`src/hw/cadc_defines.vh`:
```
// Constants for the charge converter tracking, filter and serial output
// How it works
// - Tracking steps DAC code at 2 MHz.
// - Integration period length is user chosen.
// - Filter takes start and end data points.
// - Result is end point minus start point.
// - User sets oversample count per point.
// - Each result is 20 bits wide.
// - Serial shifting runs independent of conversion.
// - Serial outputs chain in series; output enable stays low after the first load.
// - Test pin enables internal test current.
`ifndef CADC_DEFINES_VH
`define CADC_DEFINES_VH
`define CADC_SYS_CLK_HZ    40000000
`define CADC_TRACK_HZ      2000000
`define CADC_TRACK_DIV     (`CADC_SYS_CLK_HZ / `CADC_TRACK_HZ)
`define CADC_RES_W         20
`define CADC_DAC_W         16
`define CADC_ACC_W         24
`define CADC_FIFO_DEPTH    4
`define CADC_ST_IDLE       2'h0
`define CADC_ST_START      2'h1
`define CADC_ST_INTEG      2'h2
`define CADC_ST_END        2'h3
`endif

```
`src/hw/cadc_top.v`:
```
// Tracking logic, double-sampling filter, result FIFO and serial output
`timescale 1ns/1ps
`include "cadc_defines.vh"

module cadc_fifo #(
	parameter WIDTH = 20,
	parameter DEPTH = 4,
	parameter AW    = 2
) (
	input  wire             i_sys_clk, // Clock
	input  wire             i_srst,    // Sync reset
	input  wire             i_in_vld,  // Write valid
	output wire             o_in_rdy,  // Not full
	input  wire [WIDTH-1:0] i_in_dat,  // Write data
	output wire             o_out_vld, // Not empty
	input  wire             i_out_rdy, // Read ready
	output wire [WIDTH-1:0] o_out_dat  // Head data
);
	reg [WIDTH-1:0] mem_ff [0:DEPTH-1];
	reg [AW-1:0]    wr_ptr_ff;
	reg [AW-1:0]    rd_ptr_ff;
	reg [AW:0]      cnt_ff;
	wire            push;
	wire            pop;

	assign o_in_rdy  = (cnt_ff != DEPTH[AW:0]);
	assign o_out_vld = (cnt_ff != {(AW+1){1'b0}});
	assign o_out_dat = mem_ff[rd_ptr_ff];
	assign push      = i_in_vld & o_in_rdy;
	assign pop       = o_out_vld & i_out_rdy;

	// Pointers wrap, depth assumed a power of two
	always @(posedge i_sys_clk) begin
		if (i_srst) begin
			wr_ptr_ff <= {AW{1'b0}};
			rd_ptr_ff <= {AW{1'b0}};
			cnt_ff    <= {(AW+1){1'b0}};
		end else begin
			if (push) begin
				mem_ff[wr_ptr_ff] <= i_in_dat;
				wr_ptr_ff         <= wr_ptr_ff + 1'b1;
			end
			if (pop)
				rd_ptr_ff <= rd_ptr_ff + 1'b1;
			if (push & ~pop)
				cnt_ff <= cnt_ff + 1'b1;
			else if (pop & ~push)
				cnt_ff <= cnt_ff - 1'b1;
		end
	end
endmodule // cadc_fifo

module cadc_top #(
	parameter DAC_W = `CADC_DAC_W,
	parameter RES_W = `CADC_RES_W,
	parameter ACC_W = `CADC_ACC_W
) (
	input  wire             i_sys_clk,      // 40 MHz clock
	input  wire             i_srst,         // Sync reset, active high
	input  wire             i_cmp,          // Comparator: node above ground
	input  wire             i_conv_start,   // Pin: begin integration
	input  wire             i_conv_end,     // Pin: end integration
	input  wire [7:0]       i_os_count,     // Oversamples per point, 0 means 1
	input  wire             i_test_en,      // Pin: test current request
	input  wire             i_sclk,         // Serial shift clock pin
	input  wire             i_sload,        // Serial load pin
	input  wire             i_sdin,         // Chain input from next unit
	output reg  [DAC_W-1:0] o_dac_code,     // Capacitor array DAC code
	output reg              o_test_src_on,  // Test current source switch
	output reg              o_sdout,        // Serial data out
	output reg              o_sdout_oe_n,   // Output enable, low drives
	output reg              o_busy          // Conversion in progress
);
	// Pin synchronisers, first stage read only by second
	reg [6:0] s1_ff;
	reg [6:0] s2_ff;
	reg       sclk_d_ff;
	always @(posedge i_sys_clk) begin
		if (i_srst) begin
			s1_ff     <= 7'h00;
			s2_ff     <= 7'h00;
			sclk_d_ff <= 1'b0;
		end else begin
			s1_ff     <= {i_sdin, i_cmp, i_conv_start, i_conv_end, i_test_en, i_sclk, i_sload};
			s2_ff     <= s1_ff;
			sclk_d_ff <= s2_ff[1];
		end
	end
	wire sdin_s  = s2_ff[6]; // Chain pin comes from another unit
	wire cmp_s   = s2_ff[5];
	wire start_s = s2_ff[4];
	wire end_s   = s2_ff[3];
	wire test_s  = s2_ff[2];
	wire sclk_s  = s2_ff[1];
	wire sload_s = s2_ff[0];
	wire sclk_rise = sclk_s & ~sclk_d_ff;

	// Test current follows its pin
	always @(posedge i_sys_clk) begin
		if (i_srst)
			o_test_src_on <= 1'b0;
		else
			o_test_src_on <= test_s;
	end

	// Tracking rate divider, one-cycle enable
	reg [7:0]  div_ff;
	wire       trk_en     = (div_ff == 8'h00);
	wire [31:0] trk_reload = `CADC_TRACK_DIV - 1; // Cut to counter width below
	always @(posedge i_sys_clk) begin
		if (i_srst)
			div_ff <= 8'h00;
		else if (trk_en)
			div_ff <= trk_reload[7:0];
		else
			div_ff <= div_ff - 8'h01;
	end

	// Step the DAC code toward the node's virtual ground, saturating
	always @(posedge i_sys_clk) begin
		if (i_srst)
			o_dac_code <= {DAC_W{1'b0}};
		else if (trk_en) begin
			if (cmp_s && o_dac_code != {DAC_W{1'b1}})
				o_dac_code <= o_dac_code + 1'b1;
			else if (!cmp_s && o_dac_code != {DAC_W{1'b0}})
				o_dac_code <= o_dac_code - 1'b1;
		end
	end

	// Sequencer: start point, integration, end point
	reg [1:0]       st_ff;
	reg [1:0]       nxt_st;
	reg [7:0]       os_cnt_ff;
	reg [ACC_W-1:0] acc_ff;
	reg [ACC_W-1:0] start_pt_ff;
	reg             res_vld_ff;
	reg [RES_W-1:0] res_ff;
	wire [7:0]      os_last = (i_os_count == 8'h00) ? 8'h00 : i_os_count - 8'h01;
	wire            os_done = trk_en && (os_cnt_ff == os_last);
	wire            fifo_in_rdy;
	wire [ACC_W-1:0] acc_nxt = acc_ff + {{(ACC_W-DAC_W){1'b0}}, o_dac_code};
	wire [ACC_W-1:0] diff    = acc_nxt - start_pt_ff;

	always @* begin
		nxt_st = st_ff;
		case (st_ff)
			`CADC_ST_IDLE:  if (start_s) nxt_st = `CADC_ST_START;
			`CADC_ST_START: if (os_done) nxt_st = `CADC_ST_INTEG;
			`CADC_ST_INTEG: if (end_s && fifo_in_rdy) nxt_st = `CADC_ST_END;
			`CADC_ST_END:   if (os_done) nxt_st = `CADC_ST_IDLE;
			default:        nxt_st = `CADC_ST_IDLE;
		endcase
	end

	// Accumulate the programmed number of oversamples per point
	always @(posedge i_sys_clk) begin
		if (i_srst) begin
			st_ff       <= `CADC_ST_IDLE;
			os_cnt_ff   <= 8'h00;
			acc_ff      <= {ACC_W{1'b0}};
			start_pt_ff <= {ACC_W{1'b0}};
			res_vld_ff  <= 1'b0;
			res_ff      <= {RES_W{1'b0}};
			o_busy      <= 1'b0;
		end else begin
			st_ff      <= nxt_st;
			res_vld_ff <= 1'b0;
			o_busy     <= (nxt_st != `CADC_ST_IDLE);
			if ((st_ff == `CADC_ST_START || st_ff == `CADC_ST_END) && trk_en) begin
				if (os_done) begin
					os_cnt_ff <= 8'h00;
					acc_ff    <= {ACC_W{1'b0}};
					if (st_ff == `CADC_ST_START)
						start_pt_ff <= acc_nxt;
					else begin
						res_ff     <= diff[RES_W-1:0];
						res_vld_ff <= 1'b1;
					end
				end else begin
					os_cnt_ff <= os_cnt_ff + 8'h01;
					acc_ff    <= acc_nxt;
				end
			end
		end
	end

	// Buffer decouples conversion from serial timing
	wire             fifo_vld;
	wire [RES_W-1:0] fifo_dat;
	wire             fifo_pop;
	cadc_fifo #(
		.WIDTH (RES_W),
		.DEPTH (`CADC_FIFO_DEPTH),
		.AW    (2)
	) u_fifo (
		.i_sys_clk (i_sys_clk),
		.i_srst    (i_srst),
		.i_in_vld  (res_vld_ff),
		.o_in_rdy  (fifo_in_rdy),
		.i_in_dat  (res_ff),
		.o_out_vld (fifo_vld),
		.i_out_rdy (fifo_pop),
		.o_out_dat (fifo_dat)
	);

	// Serial register: load on sload, shift on rising sclk edges
	reg [RES_W-1:0] hold_ff;
	reg [RES_W-1:0] shreg_ff;
	assign fifo_pop = fifo_vld; // Hold register always takes the newest
	always @(posedge i_sys_clk) begin
		if (i_srst) begin
			hold_ff      <= {RES_W{1'b0}};
			shreg_ff     <= {RES_W{1'b0}};
			o_sdout      <= 1'b0;
			o_sdout_oe_n <= 1'b1;
		end else begin
			if (fifo_vld)
				hold_ff <= fifo_dat;
			if (sload_s) begin
				shreg_ff     <= hold_ff;
				o_sdout      <= hold_ff[RES_W-1];
				o_sdout_oe_n <= 1'b0;
			end else if (sclk_rise) begin
				shreg_ff <= {shreg_ff[RES_W-2:0], sdin_s};
				o_sdout  <= shreg_ff[RES_W-2];
			end
		end
	end
endmodule // cadc_top

```
`config.mk`:
```
export PLATFORM = sky130hd
export DESIGN_NAME = cadc_top
export DESIGN_NICKNAME = d
export VERILOG_FILES = /design/src/hw/cadc_top.v
export VERILOG_INCLUDE_DIRS = /design/src /design/src/hw
export SDC_FILE = /design/constraint.sdc
export NUM_CORES = 1
export LEC_CHECK = 0
export ABC_AREA = 1
export BUFFER_PORTS_ARGS = -buffer_cell sky130_fd_sc_hd__buf_4
export CAP_MARGIN = 20
export CORE_MARGIN = 1.5
export CORE_UTILIZATION = 35
export DETAILED_ROUTE_END_ITERATION = 12
export PLACE_DENSITY = 0.57
export SLEW_MARGIN = 20
export SYNTH_ARGS = -nofsm -noshare
export SYNTH_HDL_FRONTEND = slang
export SYNTH_SLANG_ARGS = --single-unit
```
`constraint.sdc`:
```
create_clock -name i_sys_clk -period 2.8 [get_ports i_sys_clk]
set_clock_uncertainty 0.1 [all_clocks]
set_input_delay 0.56 -clock i_sys_clk [delete_from_list [all_inputs] [get_ports i_sys_clk]]
set_output_delay 0.56 -clock i_sys_clk [all_outputs]
set_load 0.03 [all_outputs]
```
* Word-level counts from Yosys, hierarchy flattened
Memory sizes are Yosys's and may differ from the RTL's. A register that Yosys moved wholly into a read port is not among the register bits.
Index checks and enable logic that the tools add are counted.
** Storage, ports and cells
- Register bits after elaboration :: 144
- Bits in writable memories :: 80
- Output and inout bits :: 20
- Logic and storage cells :: 90
- Memories kept :: 1
** Cells by class
- $add $sub $neg :: 11
- Equal/unequal tests :: 6
- Multiplexer cells :: 21
- Bitwise operators :: 10
- Reductions and logical operators :: 21
** Memories
- u_fifo.mem_ff :: words 4, bits a word 20, rd ports 1, clocked after Yosys merged registers in 1, write ports 1, RTL line cadc_top.v:19 : reg [WIDTH-1:0] mem_ff [0:DEPTH-1];
** Operators with widths (number)
- $mux W19 :: 2
- $mux W16 :: 2
- $add A24 B16 Y24 :: 1
- $mux W24 :: 1
- $sub A20 B20 Y20 :: 1
- $add A16 B1 Y16 const B :: 1
- $logic_not A8 Y1 :: 2
- $mux W8 :: 2
- $ne A16 B16 Y1 const B :: 1
- $reduce_bool A16 Y1 :: 1
- $sub A16 B1 Y16 const B :: 1
- $sub A8 B1 Y8 const B :: 2
- $add A8 B1 Y8 const B :: 1
- $eq A8 B8 Y1 :: 1
- $mux W2 :: 4
- $pmux W2 S4 :: 1
- $reduce_bool A2 Y1 :: 4
- $mux W1 :: 6
- $mux W3 :: 2
- $not A1 Y1 :: 6
- $reduce_and A3 Y1 :: 2
- $logic_and A1 B1 Y1 :: 5
- $mux W5 :: 1
- $add A2 B1 Y2 const B :: 2
- 13 further kinds :: 17

* Longest topological paths before layout
- Depth after elaboration :: 7
- Mapped depth :: 22
- Mapped depth without buffers :: 22

* Hierarchy
A second synthesis with hierarchy kept.
** Unflattened totals
- Cell total of the unflattened synthesis :: 1536
- Area, all modules :: 12389.4 um^2
** Modules (own cells, without submodules)
- cadc_top :: times used 1, cells each 1274, area an instance 8928.6 um^2
- cadc_fifo :: times used 1, cells each 262, area an instance 3460.8 um^2

* Worst setup path after synthesis
Ideal clock, no wire load.
- Path type :: flip-flop to flip-flop
- From :: reg o_dac_code[0]
- To :: reg res_ff[17]
- Setup time :: 64 ps
- Arrival time :: 3105 ps
- Required time :: 2636 ps
- Path slack :: -469 ps
- Stages on the path, launching flop included :: 18
- Cell sequence :: dfxtp_1 ha_1 fa_1 nand3_1 nand2_1 nand2_1 o211ai_1 nand3_1 nand2_1 xor2_1 ha_1 nand2_1 nor4_1 nand4_1 nand3_1 xor2_1 nor2_1 nor2_1
** On the way
- Cells in the longest elaborated chain, start to end :: 2
** Ends and longest elaborated chain
- start, declared :: RTL line cadc_top.v:68 : output reg [DAC_W-1:0] o_dac_code,
- start signal, assigned :: RTL line cadc_top.v:122 : o_dac_code <= {DAC_W{1'b0}};
- start signal, assigned :: RTL line cadc_top.v:125 : o_dac_code <= o_dac_code + 1'b1;
- start signal, assigned :: RTL line cadc_top.v:127 : o_dac_code <= o_dac_code - 1'b1;
- $add A24 B16 Y24 :: RTL line cadc_top.v:142 : wire [ACC_W-1:0] acc_nxt = acc_ff + {{(ACC_W-DAC_W){1'b0}}, o_dac_code};
- net acc_nxt[16] :: RTL line cadc_top.v:142
- $sub A20 B20 Y20 :: RTL line cadc_top.v:143 : wire [ACC_W-1:0] diff = acc_nxt - start_pt_ff;
- end signal, assigned :: RTL line cadc_top.v:164 : res_ff <= {RES_W{1'b0}};
- end signal, assigned :: RTL line cadc_top.v:177 : res_ff <= diff[RES_W-1:0];
- end, declared :: RTL line cadc_top.v:138 : reg [RES_W-1:0] res_ff;
The timed path passes the listed nets, and every way through them passes these cells.
A chain may end at the register's enable or synchronous reset.

* Worst setup path after layout
- From :: reg o_dac_code[2]
- To :: reg res_ff[18]
Same word-level chain as after synthesis.

==> impl_metrics.ini <==
[run_status]
status = complete, but fails checks
failed_checks = negative setup slack

[route]
wl_met1_um = 14400
drc = 0
vias_per_cell = 4.79
ant_nets = 0
vias = 10892
drtIter0Drc = 495
route.met3.wl_um = 847
met2_wirelength_um = 15600
top_layer_used = met4
wl_per_cell_um = 14.0
first_pass_iters = 5
route.final.wire_length_um = 31800

[clock_network]
cts_tree = built
clock_latency_ns = 0.55
numCtsBuffers = 26
cts_max_level = 1
cts_sinks = 240
cts.path.max_buffers = 3
clk_pin_slew_ns = 0.06
cts-root-buf = clkbuf_16

[power_and_ir_drop]
leakage_nw = 7.57
switching_share_pct = 36.7
vdd_drop_max_mv = 0.543
p_comb_share_pct = 44.9
p_per_area_mw_per_mm2 = 806
p_int_mw = 8.64
clkPwrFrac_pct = 24.6
p_switching_mw = 5.01
seqPwrFrac_pct = 30.5

[place]
dp_hpwl_um = 21500
place_ws_ns = -0.290
gp_congestion = 0.839
io_buffers = 36

[final_layout]
antenna_cells = 0
nets = 1873
drive_above_1_share_pct = 28.8
final_util_pct = 47.7
fill_cells = 3360
regArea_mm2 = 0.00565
area_growth_pct = 34.7
multi_input_area_mm2 = 0.00710

[synthesis]
synth_compound_area_share_pct = 13.0
yosysWarningCount = 0
synth_nets = 1654
synth_top_family_by_area = simple AND/OR/NAND/NOR gates
avgSynthCellArea_um2 = 7.98
synthAdderAreaFrac_pct = 6.25
muxShareOfSynthArea_pct = 1.59
ys_ff_latch = 240
synthSimpleGateAreaFrac_pct = 23.2
synth-edff-count = 80
syn_inst = 1576
netlist.area_leader.share_pct = 25.5
syn_area_mm2 = 0.0126
synth_top_cell_by_area = dfxtp_1
synthTopCellsByCount = nand2_1, nor2_1, inv_1
yosysMostFrequentCell = nand2_1
synth_ff_type = dfxtp_1
synth_xor_area_share_pct = 3.41
synth_cell_types = 46
ys_seq_area_share_pct = 44.6
ys_async_sr_fraction_pct = 0
synthTopCellsByArea = dfxtp_1, edfxtp_1, nand2_1

[sta]
report.final.hold_viol_count = 0
rsz0062_at_grt = true
period_needed_ns = 3.01
final-max-slew-violation-count = 0
timing.slew.headroom_pct = 46.7
max_clock_freq_mhz = 332
fin_ws_ns = -0.214
fin_crit_sh_pct = 108
setup_viol = 13
tightest_slew_ns = 0.799

[floorplan]
ioPinCount = 37
die_w_um = 193
core_region_area_mm2 = 0.0355
placementRows = 69
initial_core_util_pct = 35.4
die_y_um = 193
fp.dieArea_mm2 = 0.0371

[grt]
grt-ovfl-total = 0
grt_pass1_wl_um = 50800
grt_max_degree = 66
grtUsageTotal_pct = 16.9
grt_antenna_before_repair = 0
grt_pass1_vias = 10379

[critical_path]
arrival_ns = 3.36
path_class = reg2reg
startpoint_type = flip-flop
worstPathRequired_ns = 3.14
cp_max_fo = 5
critPathCaptureType = flip-flop

[flow_run]
cap_violations = 0

[min_path]
hold_class = in2reg
cell type report:
type / instances / area share, %
clock buffer: 28 / 3.94
clock inverter: 20 / 1.02
inverter: 198 / 4.43
multi-input combinational: 1082 / 41.9
sequential: 240 / 33.4
tap: 461 / 3.41
timing repair buffer: 247 / 11.9
final timing paths:
kind,endpoint,start,cells past startpoint,slack [ns]
worst max register to register,res_ff[18],o_dac_code[2],19,-0.21
worst min-delay path,s1_ff[4],i_conv_start,3,0.12
worst max-delay path,res_ff[18],o_dac_code[2],19,-0.21
worst min register to register,s2_ff[2],s1_ff[2],2,0.30
state kept, by name (all words and copies together) (netlist names), 7 cells and up:
signal	cells
acc_ff	20
u_fifo.mem_ff	80
os_cnt_ff	8
div_ff	8
o_dac_code	16
s1_ff	7
start_pt_ff	20
s2_ff	7
hold_ff	20
res_ff	20
shreg_ff	19
routing by layer:
metal / up-vias / track usage, %
met5: - / 0
met4: 0 / 5.16
met3: 59 / 2.20
met2: 132 / 30.6
met1: 5045 / 20.6
li1: 5656 / -
placed cells by master (no fill, tap or decap), drive strengths merged, types with 28 or more instances in the layout:
cell type,count
nand3,84
buf,247
a211oi,39
ha,58
dfxtp,160
nand4,28
xor2,34
nand2,285
inv,198
clkbuf,28
edfxtp,80
o21ai,95
nor2,254
a21oi,103
what timing repair did:
action,in CTS,in global routing
resized for setup,101,123
hold buffers,0,0
cloned,1,0
endpoints found under the setup margin,21,25
setup buffers,26,12
pin swaps,68,79
kinds of logic (layout without fill, tap and decap cells):
kind of cell	Yosys count	count (layout)
AO/OA/AOI/OAI	280	280
adder cells (fa/ha/maj)	61	61
multiplexers	20	20
XOR/XNOR	49	49
flip-flops	240	240
AND/OR/NAND/NOR	672	672
buffers and inverters	254	493
worst max-delay path: stages, from the launching register on:
cell,delay (ns)
dfxtp_4,0.35
ha_4,0.30
a21oi_4,0.07
buf_4,0.13
o21ai_0,0.18
nand2_1,0.09
nand2_1,0.08
nand2_1,0.06
nand3_2,0.10
xor2_2,0.22
ha_4,0.25
buf_4,0.15
nand4_1,0.14
buf_4,0.14
nor2_1,0.04
nor2_1,0.12
nand3_2,0.08
xor2_1,0.16
nor2_1,0.10
nor2_1,0.04
through the flow:
step,power [mW],TNS [ns],hold WS (ns),instances,cell area [µm²]
2_1_floorplan,7.39,-0.409,0.288,1576,12700
3_3_place_gp,9.14,-2.78,0.292,2190,14700
3_5_place_dp,9.19,-3.13,0.294,2190,14700
4_1_cts,13.1,-1.83,0.0938,2265,16300
5_1_grt,14.5,-4.17,0.107,2276,16900
6_report,13.7,-1.45,0.117,2276,16900
power by group through the flow:
| stage | Clock [mW] | Combinational [mW] | Sequential (mW) |
|---|---|---|---|
| 2_1_floorplan | 0 | 3.08 | 4.31 |
| 3_3_place_gp | 0 | 4.93 | 4.21 |
| 3_5_place_dp | 0 | 4.98 | 4.21 |
| 4_1_cts | 3.47 | 5.49 | 4.16 |
| 5_1_grt | 3.61 | 6.71 | 4.21 |
| 6_report | 3.36 | 6.14 | 4.17 |
(Power assumes the default switching activity.)
